### config.mk
export PLATFORM = sky130hd
export DESIGN_NAME = rafs_top
export DESIGN_NICKNAME = d
export VERILOG_FILES = /design/src/common/rafs_pkg.sv /design/src/hw/rafs_sync2.sv /design/src/hw/rafs_flush_engine.sv /design/src/hw/rafs_top.sv
export SDC_FILE = /design/constraint.sdc
export NUM_CORES = 1
export LEC_CHECK = 0
export BUFFER_PORTS_ARGS = -buffer_cell sky130_fd_sc_hd__buf_2
export CORE_MARGIN = 4
export CORE_UTILIZATION = 54
export DETAILED_ROUTE_END_ITERATION = 8
export PLACE_DENSITY = 0.81
export SYNTH_ARGS = -nofsm -noshare
export SYNTH_HDL_FRONTEND = slang
export SYNTH_HIERARCHICAL = 1
export SYNTH_SLANG_ARGS = --single-unit
### constraint.sdc
create_clock -name ref_clk -period 4.1 [get_ports ref_clk]
set_clock_uncertainty 0.15 [all_clocks]
set_input_delay 0.615 -clock ref_clk [delete_from_list [all_inputs] [get_ports ref_clk]]
set_output_delay 0.615 -clock ref_clk [all_outputs]
set_load 0.02 [all_outputs]
### src/common/rafs_pkg.sv
// ==========================================================================
// Shared constants and types for the request agent flush status block
// ==========================================================================
package rafs_pkg;

  // ========================================================================
  // Bus shape
  // ========================================================================
  localparam int ADDR_W = 5;
  localparam int DATA_W = 32;

  // ========================================================================
  // Register byte offsets
  // ========================================================================
  localparam logic [4:0] OFF_CAP_STAT = 5'h04;
  localparam logic [4:0] OFF_ERR_LOG = 5'h08;
  localparam logic [4:0] OFF_CONTROL = 5'h0C;
  localparam logic [4:0] OFF_IRQ_STAT = 5'h10;
  localparam logic [4:0] OFF_IRQ_MASK = 5'h14;

  // ========================================================================
  // Field positions
  // ========================================================================
  localparam int CAP_PRECISE_BIT = 18;
  localparam int CAP_COUNT_LSB = 19;
  localparam int CAP_EXP_LSB = 28;
  localparam int CAP_DONE_BIT = 31;
  localparam int CTRL_FLUSH_BIT = 14;
  localparam int LOG_LSB = 20;
  localparam int LOG_W = 12;
  localparam int IRQ_DONE_BIT = 0;
  localparam int IRQ_LATE_BIT = 1;
  localparam int IRQ_CLEAR_BIT = 2;
  localparam int IRQ_W = 3;

  // ========================================================================
  // Reset values and write masks
  // ========================================================================
  localparam logic [31:0] CTRL_RST = 32'h0000_0000;
  localparam logic [31:0] CTRL_WMASK = 32'h0000_4000;
  localparam logic [2:0] IRQ_RST = 3'h0;

  // ========================================================================
  // Timing
  // ========================================================================
  localparam longint unsigned CLK_PERIOD_NS = 64'd40;
  localparam int FLUSH_BASE_SHIFT = 5;
  localparam int TIMER_W = 40;

  // Register request as seen by the decode logic
  typedef struct packed {
    logic rd;
    logic wr;
    logic [4:0] addr;
    logic [31:0] wdata;
    logic [3:0] be;
  } rafs_bus_req_s;

  // Flush sequencer states
  typedef enum logic [1:0] {
    FL_IDLE = 2'b00,
    FL_BUSY = 2'b01,
    FL_LATE = 2'b11,
    FL_DONE = 2'b10
  } rafs_flush_e;

endpackage

### src/hw/rafs_sync2.sv
`timescale 1ns/1ps
// ==========================================================================
// Two flip-flop level synchroniser
// ==========================================================================
module rafs_sync2 (
  input wire logic ref_clk,
  input wire logic resetn,
  input wire logic async_in,
  output logic sync_out
);

  logic meta_r; // First stage, read only by the second
  logic sync_r; // Settled copy

  // Both stages clear at reset
  always_ff @(posedge ref_clk or negedge resetn) begin
    if (!resetn) begin
      meta_r <= 1'b0;
      sync_r <= 1'b0;
    end else begin
      meta_r <= async_in;
      sync_r <= meta_r;
    end
  end

  assign sync_out = sync_r;

endmodule

### src/hw/rafs_flush_engine.sv
`timescale 1ns/1ps
// ==========================================================================
// Flush sequencer: enable edges, cache handshake, deadline timer
// ==========================================================================
module rafs_flush_engine #(
  parameter logic [8:0] FLUSH_COUNT = 9'h064,
  parameter logic [2:0] FLUSH_EXP = 3'h1
) (
  input wire logic ref_clk,
  input wire logic resetn,
  input wire logic flush_enable,
  input wire logic cache_ack,
  output logic cache_flush_req,
  output logic flush_done,
  output logic done_pulse,
  output logic late_pulse
);

  // Reported time in ns, then cycles rounded down, never below one
  localparam longint unsigned LIMIT_NS =
    64'(FLUSH_COUNT) *
    (64'd1 << (rafs_pkg::FLUSH_BASE_SHIFT * int'(FLUSH_EXP)));
  localparam longint unsigned LIMIT_RAW = LIMIT_NS / rafs_pkg::CLK_PERIOD_NS;
  localparam longint unsigned LIMIT_CYC = (LIMIT_RAW == 0) ? 1 : LIMIT_RAW;
  localparam logic [39:0] LIMIT = 40'(LIMIT_CYC);

  rafs_pkg::rafs_flush_e state_r; // Sequencer state
  rafs_pkg::rafs_flush_e state_nxt;
  logic en_d_r; // Enable one cycle late, for edges
  logic [39:0] timer_r; // Cycles spent waiting for the cache
  logic [39:0] timer_nxt;
  logic flag_r;
  logic req_r;
  logic done_p_r;
  logic late_p_r;

  wire rise = flush_enable & ~en_d_r;
  wire fall = ~flush_enable & en_d_r;
  wire at_limit = (timer_r == LIMIT - 40'h1);

  // ========================================================================
  // Next state
  // ========================================================================
  always_comb begin
    state_nxt = state_r;
    case (state_r)
      rafs_pkg::FL_IDLE: begin
        if (rise) begin
          state_nxt = rafs_pkg::FL_BUSY;
        end
      end
      rafs_pkg::FL_BUSY: begin
        if (fall) begin
          state_nxt = rafs_pkg::FL_IDLE;
        end else if (cache_ack) begin
          state_nxt = rafs_pkg::FL_DONE;
        end else if (at_limit) begin
          state_nxt = rafs_pkg::FL_LATE;
        end
      end
      rafs_pkg::FL_LATE: begin
        // Overdue: keep asking, the flag still rises if the cache ends
        if (fall) begin
          state_nxt = rafs_pkg::FL_IDLE;
        end else if (cache_ack) begin
          state_nxt = rafs_pkg::FL_DONE;
        end
      end
      rafs_pkg::FL_DONE: begin
        if (fall) begin
          state_nxt = rafs_pkg::FL_IDLE;
        end
      end
      default: begin
        state_nxt = rafs_pkg::FL_IDLE;
      end
    endcase
  end

  // Timer runs only while the cache is inside its budget
  assign timer_nxt = (state_r == rafs_pkg::FL_BUSY) ?
                     timer_r + 40'h1 : 40'h0;

  // ========================================================================
  // State and output flops
  // ========================================================================
  always_ff @(posedge ref_clk or negedge resetn) begin
    if (!resetn) begin
      state_r <= rafs_pkg::FL_IDLE;
      en_d_r <= 1'b0;
      timer_r <= 40'h0;
      flag_r <= 1'b0;
      req_r <= 1'b0;
      done_p_r <= 1'b0;
      late_p_r <= 1'b0;
    end else begin
      state_r <= state_nxt;
      en_d_r <= flush_enable;
      timer_r <= timer_nxt;
      flag_r <= (state_nxt == rafs_pkg::FL_DONE);
      req_r <= state_nxt[0]; // BUSY and LATE both ask
      done_p_r <= (state_nxt == rafs_pkg::FL_DONE) &
                  (state_r != rafs_pkg::FL_DONE);
      late_p_r <= (state_nxt == rafs_pkg::FL_LATE) &
                  (state_r == rafs_pkg::FL_BUSY);
    end
  end

  assign cache_flush_req = req_r;
  assign flush_done = flag_r;
  assign done_pulse = done_p_r;
  assign late_pulse = late_p_r;
endmodule

### src/hw/rafs_top.sv
// The Avalon-MM slave port was left to the implementer.
`timescale 1ns/1ps
// Behaviour
// - Bit 18 reports precise snoop state capability
// - Bits 27:19 hold nine-bit flush count
// - Bits 30:28 select 32^n ns multiplier
// - Flush time is count times multiplier
// - Flush time fields valid from the start
// - Bit 31 reads one once flush completes
// - Done set within reported time after enable rises; done waits for the cache ack, past that time the late event fires
// - Enable falling clears the done bit
// - Reset clears done bit, function reset keeps it
// - Offset 08h holds error log offset only
// - While enabled, write back, invalidate, keep snooping
module rafs_top #(
  parameter logic PRECISE_CAP = 1'b1,
  parameter logic [8:0] FLUSH_COUNT = 9'h064,
  parameter logic [2:0] FLUSH_EXP = 3'h1,
  parameter logic [11:0] ERR_LOG_OFFSET = 12'h100
) (
  input wire logic ref_clk,
  input wire logic resetn,
  input wire logic [4:0] avs_address,
  input wire logic avs_read,
  input wire logic avs_write,
  input wire logic [31:0] avs_writedata,
  input wire logic [3:0] avs_byteenable,
  output logic [31:0] avs_readdata,
  output logic avs_waitrequest,
  output logic irq,
  input wire logic function_level_reset,
  output logic cache_flush_req,
  input wire logic cache_flush_ack
);

  // ========================================================================
  // Declarations
  // ========================================================================
  rafs_pkg::rafs_bus_req_s req; // Bundled bus request
  logic wait_r; // Waitrequest, high when idle
  logic [31:0] rdata_r; // Read data, loaded one edge before accept
  logic [31:0] ctrl_r; // Control register, holds the flush request
  logic [31:0] ctrl_nxt;
  logic [2:0] istat_r; // Sticky event bits
  logic [2:0] istat_nxt;
  logic [2:0] imask_r; // Interrupt enables, same layout
  logic [2:0] imask_nxt;
  logic irq_r; // Registered interrupt level
  logic flr_sync; // Function reset after the synchroniser
  logic flr_d_r; // For the rising edge of function reset
  logic flush_done; // Completion flag from the sequencer
  logic done_pulse;
  logic late_pulse;
  logic en_d_r; // Flush request bit delayed, for the clear event

  // ========================================================================
  // Bus request decode
  // ========================================================================
  assign req.rd = avs_read;
  assign req.wr = avs_write;
  assign req.addr = avs_address;
  assign req.wdata = avs_writedata;
  assign req.be = avs_byteenable;

  // A request is accepted on the edge where waitrequest is low
  wire accept = (req.rd | req.wr) & ~wait_r;
  wire wr_acc = accept & req.wr;
  wire rd_acc = accept & req.rd;

  // Address hits
  wire hit_cap = (req.addr == rafs_pkg::OFF_CAP_STAT);
  wire hit_log = (req.addr == rafs_pkg::OFF_ERR_LOG);
  wire hit_ctrl = (req.addr == rafs_pkg::OFF_CONTROL);
  wire hit_istat = (req.addr == rafs_pkg::OFF_IRQ_STAT);
  wire hit_imask = (req.addr == rafs_pkg::OFF_IRQ_MASK);

  // Byte enables widened to a bit mask
  wire [31:0] be_mask = {{8{req.be[3]}}, {8{req.be[2]}},
                         {8{req.be[1]}}, {8{req.be[0]}}};

  // ========================================================================
  // Register read views
  // ========================================================================
  // Capability fields are parameters, so they are valid from reset on
  wire [31:0] cap_word =
    (32'(flush_done) << rafs_pkg::CAP_DONE_BIT) |
    (32'(FLUSH_EXP) << rafs_pkg::CAP_EXP_LSB) |
    (32'(FLUSH_COUNT) << rafs_pkg::CAP_COUNT_LSB) |
    (32'(PRECISE_CAP) << rafs_pkg::CAP_PRECISE_BIT);

  // Only the log offset field is populated, the rest reads zero
  wire [31:0] log_word =
    32'(ERR_LOG_OFFSET) << rafs_pkg::LOG_LSB;

  // Read multiplexer; unmapped offsets read zero
  wire [31:0] rd_word =
    hit_cap ? cap_word :
    hit_log ? log_word :
    hit_ctrl ? ctrl_r :
    hit_istat ? {29'h0, istat_r} :
    hit_imask ? {29'h0, imask_r} : 32'h0000_0000;

  // ========================================================================
  // Register write views
  // ========================================================================
  // Only the flush request bit and the interrupt mask are writable; capability, status and log
  // pointer have no write path at all
  wire ctrl_we = wr_acc & hit_ctrl;
  wire [31:0] ctrl_wm = rafs_pkg::CTRL_WMASK & be_mask;
  assign ctrl_nxt = ctrl_we ?
    ((ctrl_r & ~ctrl_wm) | (req.wdata & ctrl_wm)) : ctrl_r;

  wire flush_en = ctrl_r[rafs_pkg::CTRL_FLUSH_BIT];

  // ========================================================================
  // Interrupt bookkeeping
  // ========================================================================
  // Function reset: edge of the synchronised pin
  wire flr_pulse = flr_sync & ~flr_d_r;

  // Events: flush done, flush overdue, flush cleared by software
  wire clr_event = ~flush_en & en_d_r;
  wire [2:0] events = {clr_event, late_pulse, done_pulse};

  // A read of the status clears it, but an event in the same cycle survives a racing read
  // or a function reset; an event one edge earlier, after the read data was loaded, is cleared unread
  wire istat_rc = rd_acc & hit_istat;
  assign istat_nxt = (flr_pulse ? rafs_pkg::IRQ_RST :
                      (istat_rc ? 3'h0 : istat_r)) | events;

  // Mask takes byte lane 0 only
  wire imask_we = wr_acc & hit_imask & req.be[0];
  assign imask_nxt = flr_pulse ? rafs_pkg::IRQ_RST :
                     imask_we ? req.wdata[2:0] : imask_r;

  // ========================================================================
  // Submodules
  // ========================================================================
  // Function reset arrives from outside this clock
  rafs_sync2 u_flr_sync (
    .ref_clk(ref_clk),
    .resetn(resetn),
    .async_in(function_level_reset),
    .sync_out(flr_sync)
  );

  // Sequencer owns the done flag; function reset never reaches it
  rafs_flush_engine #(
    .FLUSH_COUNT(FLUSH_COUNT),
    .FLUSH_EXP(FLUSH_EXP)
  ) u_engine (
    .ref_clk(ref_clk),
    .resetn(resetn),
    .flush_enable(flush_en),
    .cache_ack(cache_flush_ack),
    .cache_flush_req(cache_flush_req),
    .flush_done(flush_done),
    .done_pulse(done_pulse),
    .late_pulse(late_pulse)
  );

  // ========================================================================
  // Bus handshake
  // ========================================================================
  // One wait cycle per access: the read data is loaded at the edge
  // that drops waitrequest, so it stands at the accept edge
  always_ff @(posedge ref_clk or negedge resetn) begin
    if (!resetn) begin
      wait_r <= 1'b1;
      rdata_r <= 32'h0000_0000;
    end else begin
      wait_r <= ~((req.rd | req.wr) & wait_r);
      if (req.rd & wait_r) begin
        rdata_r <= rd_word;
      end
    end
  end

  // ========================================================================
  // Control register
  // ========================================================================
  // Function reset leaves control alone, so a running flush continues
  always_ff @(posedge ref_clk or negedge resetn) begin
    if (!resetn) begin
      ctrl_r <= rafs_pkg::CTRL_RST;
      en_d_r <= 1'b0;
    end else begin
      ctrl_r <= ctrl_nxt;
      en_d_r <= flush_en;
    end
  end

  // ========================================================================
  // Interrupt registers
  // ========================================================================
  // Level output lags the status by one edge to stay a flop output
  always_ff @(posedge ref_clk or negedge resetn) begin
    if (!resetn) begin
      istat_r <= rafs_pkg::IRQ_RST;
      imask_r <= rafs_pkg::IRQ_RST;
      irq_r <= 1'b0;
      flr_d_r <= 1'b0;
    end else begin
      istat_r <= istat_nxt;
      imask_r <= imask_nxt;
      irq_r <= |(istat_r & imask_r);
      flr_d_r <= flr_sync;
    end
  end

  assign avs_readdata = rdata_r;
  assign avs_waitrequest = wait_r;
  assign irq = irq_r;
endmodule

### After elaboration in Yosys (flattened, before gate mapping)

Index checks and enable logic that the tools add are counted.

* bits in registers: 122
* input bits: 47
* output and inout bits: 35

* $add $sub $neg: 1
* equal/unequal tests: 12
* mux-type cells: 18
* bitwise logic cells: 26
* reduce and logical (&&, ||, !) cells: 3

Operators with widths (number)
* 32-bit 2-to-1 mux: 3
* 40-bit by 1-bit adder with 40-bit output (second input constant): 1
* 40-bit by 7-bit equality test with 1-bit output (second input constant): 1
* 40-bit 2-to-1 mux: 1
* 32-bit by 15-bit bitwise AND with 32-bit output: 1
* 32-bit bitwise AND: 1
* 15-bit NOT with 32-bit output: 1
* 32-bit bitwise OR: 1
* 3-bit 2-to-1 mux: 6
* 1-bit bitwise AND: 14
* 2-bit 2-to-1 mux: 7
* 5-bit by 4-bit equality test with 1-bit output (second input constant): 2
* 5-bit equality test (second input constant): 2
* 2-bit equality test (second input constant): 4
* 2-bit case mux with 4 select lines: 1
* 5-bit by 3-bit equality test with 1-bit output (second input constant): 1
* 1-bit NOT: 5
* 3-bit bitwise AND: 1
* 3-bit bitwise OR: 1
* 3-bit OR reduction: 1
* 2-bit by 1-bit equality test with 1-bit output (second input constant): 1
* 2-bit zero test: 1
* 2-bit != test (second input constant): 1
* 2-bit nonzero test: 1
* 1-bit bitwise OR: 1

### Depth between registers and ports, before layout

* depth after elaboration: 7
* depth in mapped cells: 7
* depth with buffers taken out: 6

### Cells and area by module

The synthesis kept the hierarchy.

By module, submodules not included
* rafs_flush_engine: times used 1, cells an instance 242, area each 2347.3 um^2, seq. area each 1151.1 um^2
* rafs_top: times used 1, cells an instance 96, area each 970.9 um^2, seq. area each 451.7 um^2
* rafs_sync2: times used 1, cells an instance 2, area each 50.0 um^2, seq. area each 50.0 um^2

### Worst setup path before layout

OpenSTA, ideal clock, no wires.

* path kind: flip-flop to flip-flop
* start: register u_engine.timer_r[0]
* end: register u_engine.timer_r[38]
* arrival: 1923 ps
* data required time: 3872 ps
* slack: 1949 ps
* cell stages (with the launch flop): 8
* path buffers: 1
* clock period less this slack: 2151 ps
* cell sequence: dfrtp_1 ha_1 and3_1 buf_4 nand3_4 or4_4 or3_1 a21oi_1

* longest elaborated chain between the ends: 2

Ends and longest elaborated chain
* start, declared: RTL line rafs_flush_engine.sv:30 `logic [39:0] timer_r;`
* start signal, assigned: RTL line rafs_flush_engine.sv:99 `timer_r <= timer_nxt;`
* 40-bit by 1-bit adder with 40-bit output: RTL line rafs_flush_engine.sv:82 `timer_r + 40'h1 : 40'h0;`
* 40-bit 2-to-1 mux: RTL line rafs_flush_engine.sv:81 `assign timer_nxt = (state_r == rafs_pkg::FL_BUSY) ?`
* via u_engine.timer_nxt[38]: RTL line rafs_flush_engine.sv:31 `logic [39:0] timer_nxt;`

The timed path passes the listed nets, and every way through them passes these cells.
A chain may end at the register's enable or synchronous reset.

### Final worst setup path

Same ends and word-level chain as after synthesis.

==> run summary <==
Outcome - finished, final reports clean
CTS max path bufs - 2
Final critical-path share of the clock period - 58.3%
Initial DRC count - 119
Via count - 2,548
Routability Congestion - 0.863
All-layer global routing usage - 19.4%
Max Fclk - 419 MHz
Seq/Total Area, Yosys - 49.1%
PostCTS Resize Cnt - 0
Top Ports - 82
Pwr dens - 384 nW/µm²
Netlist cell types - 46
Core box area - 5990 µm²
Full die area - 7560 µm²
Sw frac - 27.3%
Via density - 5.67
Critical Path RT - 4.22 ns
Die width - 87.0 µm
CP max FO - 10
Share of cells above drive strength 1 - 16.0%
First drt pass iteration count - 4
Avg WL per Cell - 14.9 µm
Combinational Power Share - 10.6%
Synth Warn # - 6
Clock Sinks - 66
Max IR drop VDD - 256 µV
FF-to-FF Start - u_engine/timer_r[0]$_DFF_PN0_
Worst-path clk slew - 0.07 ns
Row Count - 28
Clk Latency, worst-skew pair - 0.34 ns
Worst setup SP type - flop
H-tree level count - 3
Crit Path Class - flop to flop
RSZ-0062 raised after global routing - no
Worst slew pin tran - 0.830 ns
Post-Route WL - 6710 µm
N_diodes - 0
Die H - 87.0 µm
Ys flop type - dfrtp_1
Initial antenna violation count - 0
Final Cell Area - 3680 µm²
Max-cap viol count - 0
Worst Reg-to-Reg Cells - 6
Clock power share - 39.0%
Pins over their slew limit - 0
LEAKAGE - 1.61 nW
CTS Buf Count - 9
Rel. slew slack - 44.6%
Seq cells post-synth - 66
Placed cell areas - 3480 µm²
First-pass GRT wire length - 11,500 µm
Hold-fix buffers, CTS - 0
Total grt overflow - 0
CTS root buffer - clkbuf_8
Cell area after synthesis - 3370 µm²
Avg Inst Size Synth - 9.91 µm²
Power Total - 1.42 mW
Setup violators final - 0
Post-synth EDFFs - 0
Initial core utilization - 56.2%
Commonest non-fill, non-tap cells in the layout - 65 x dfrtp_1, 38 x nor2_1, 29 x buf_2
DRC violations left - 0
Largest net degree at the start of global routing - 42
WP data arrival - 2.50 ns
Async SR Flop Fraction - 100%
Port buffer count - 29
HPWL Detailed - 4680 µm
# nets final - 417
Sequential fraction of design power - 50.4%
R2R Setup Slk - 1.71 ns
Worst hold path class - flop to flop
Post-Layout Cell Count - 449
Worst hold path depth - 0
Syn Inst Count - 340
Final antenna-violating net count - 0
Setup crit end kind - flop
Hold Path End - u_flr_sync/sync_out$_DFF_PN0_
TNS Setup - 0 ns
Vias in the first global route - 2,526
R2R Path End - u_engine/timer_r[38]$_DFF_PN0_
Final Hold Violating Endpoints - 0
Cell-internal power - 1.03 mW
CTS tree - yes
Post-CTS Setup Bufs - 0
Area grow syn2layout - 9.40%
Tmin final - 2.39 ns
Commonest non-fill, non-tap cell in the layout - dfrtp_1
Cell count after placement - 433
Hold path start - u_flr_sync/meta_r$_DFF_PN0_
Psw - 387 µW
[power by group through the flow]
stage	registers, mW	clock network (mW)	logic (mW)
3_3_place_gp	0.724	0	0.147
3_5_place_dp	0.726	0	0.151
4_1_cts	0.714	0.566	0.152
5_1_grt	0.718	0.601	0.167
6_report	0.714	0.552	0.150
2_1_floorplan	0.726	0	0.112
[registers in the layout, summed over array words and instances (netlist names), named ones only]
| name | count |
|---|---|
| u_engine/en_d_r | 1 |
| avs_waitrequest | 1 |
| u_flr_sync/meta_r | 1 |
| istat_r | 3 |
| u_engine/state_r | 2 |
| imask_r | 3 |
| flr_d_r | 1 |
| u_flr_sync/sync_out | 1 |
| avs_readdata | 7 |
| u_engine/late_pulse | 1 |
| u_engine/done_pulse | 1 |
| u_engine/timer_r | 40 |
| irq | 1 |
| en_d_r | 1 |
| u_engine/flush_done | 1 |
[through the flow]
stage	hold slack, ns	utilization, %	setup slack [ns]
2_1_floorplan	0.169	-	1.95
3_3_place_gp	0.183	58.1	1.78
3_5_place_dp	0.185	58.1	1.73
4_1_cts	0.200	61.5	1.71
5_1_grt	0.202	61.5	1.58
6_report	0.203	61.5	1.71
[worst max-delay path by stage]
stage / startpoint / endpoint / slack (ns) / depth (start not counted)
after floorplan: u_engine/timer_r[0]$_DFF_PN0_ / u_engine/timer_r[38]$_DFF_PN0_ / 1.95 / 7
after global placement: u_engine/timer_r[0]$_DFF_PN0_ / u_engine/timer_r[38]$_DFF_PN0_ / 1.78 / 6
after detailed placement: u_engine/timer_r[0]$_DFF_PN0_ / u_engine/timer_r[38]$_DFF_PN0_ / 1.73 / 6
after CTS: u_engine/timer_r[0]$_DFF_PN0_ / u_engine/timer_r[38]$_DFF_PN0_ / 1.71 / 6
after global routing: u_engine/timer_r[0]$_DFF_PN0_ / u_engine/timer_r[38]$_DFF_PN0_ / 1.58 / 6
final: u_engine/timer_r[0]$_DFF_PN0_ / u_engine/timer_r[38]$_DFF_PN0_ / 1.71 / 6
[logic make-up (layout without fill, tap and decap cells)]
kind of cell,count (synthesis),after routing,synth area share (%)
DFF,66,66,49.1
other,1,22,0.111
xor gates and xnor gates,34,34,8.84
adders and majority gates,1,1,0.371
and+or+nand+nor,164,164,27.6
muxes,3,3,0.892
AOI/OAI and AO/OA,31,31,5.65
buffers and inverters,40,53,7.43
[layout make-up]
type | instances | area [µm²]
fill | 514 | 2310
sequential | 66 | 1650
multi-input combinational | 255 | 1540
timing repair buffer | 33 | 175
clock buffer | 10 | 138
tap | 75 | 93.8
clock inverter | 6 | 66.3
inverter | 4 | 15.0
[cell usage after synthesis (2+ instances only)]
master | number | share of area [%]
nand2b_1 | 4 | 0.74
nand3_1 | 19 | 2.8
xor2_1 | 18 | 4.7
clkbuf_1 | 8 | 0.89
nor2b_1 | 2 | 0.37
mux2i_1 | 3 | 0.89
o31ai_1 | 3 | 0.67
buf_2 | 2 | 0.30
or3_1 | 6 | 1.1
nand4_1 | 17 | 3.2
inv_1 | 4 | 0.45
buf_4 | 26 | 5.8
a21o_1 | 2 | 0.45
nand2_1 | 23 | 2.6
nor2_1 | 38 | 4.2
and4_1 | 4 | 1.0
nor4_1 | 15 | 2.8
and2_1 | 4 | 0.74
xnor2_1 | 16 | 4.2
nor3_1 | 4 | 0.59
and4b_1 | 2 | 0.59
and3_1 | 10 | 1.9
o21ai_0 | 14 | 2.1
dfrtp_1 | 65 | 48
nor4b_1 | 4 | 1.0
a21oi_1 | 7 | 1.0
[critical path, cell delays in order, from the launching register on]
cell	delay, ns
dfrtp_1	0.39
ha_1	0.20
and3_1	0.32
nand3_4	0.19
or4_4	0.59
or3_1	0.33
a21oi_1	0.14
[per-layer routing]
metal	wire (µm)	global-route usage, %	vias to the layer above	share of wire [%]
li1	-	-	1222	-
met1	2720	23.6	1241	40
met2	3410	32.2	74	51
met3	466	5.68	11	6.9
met4	111	8.07	0	1.7
met5	0	0	-	0
(Power assumes the default switching activity.)
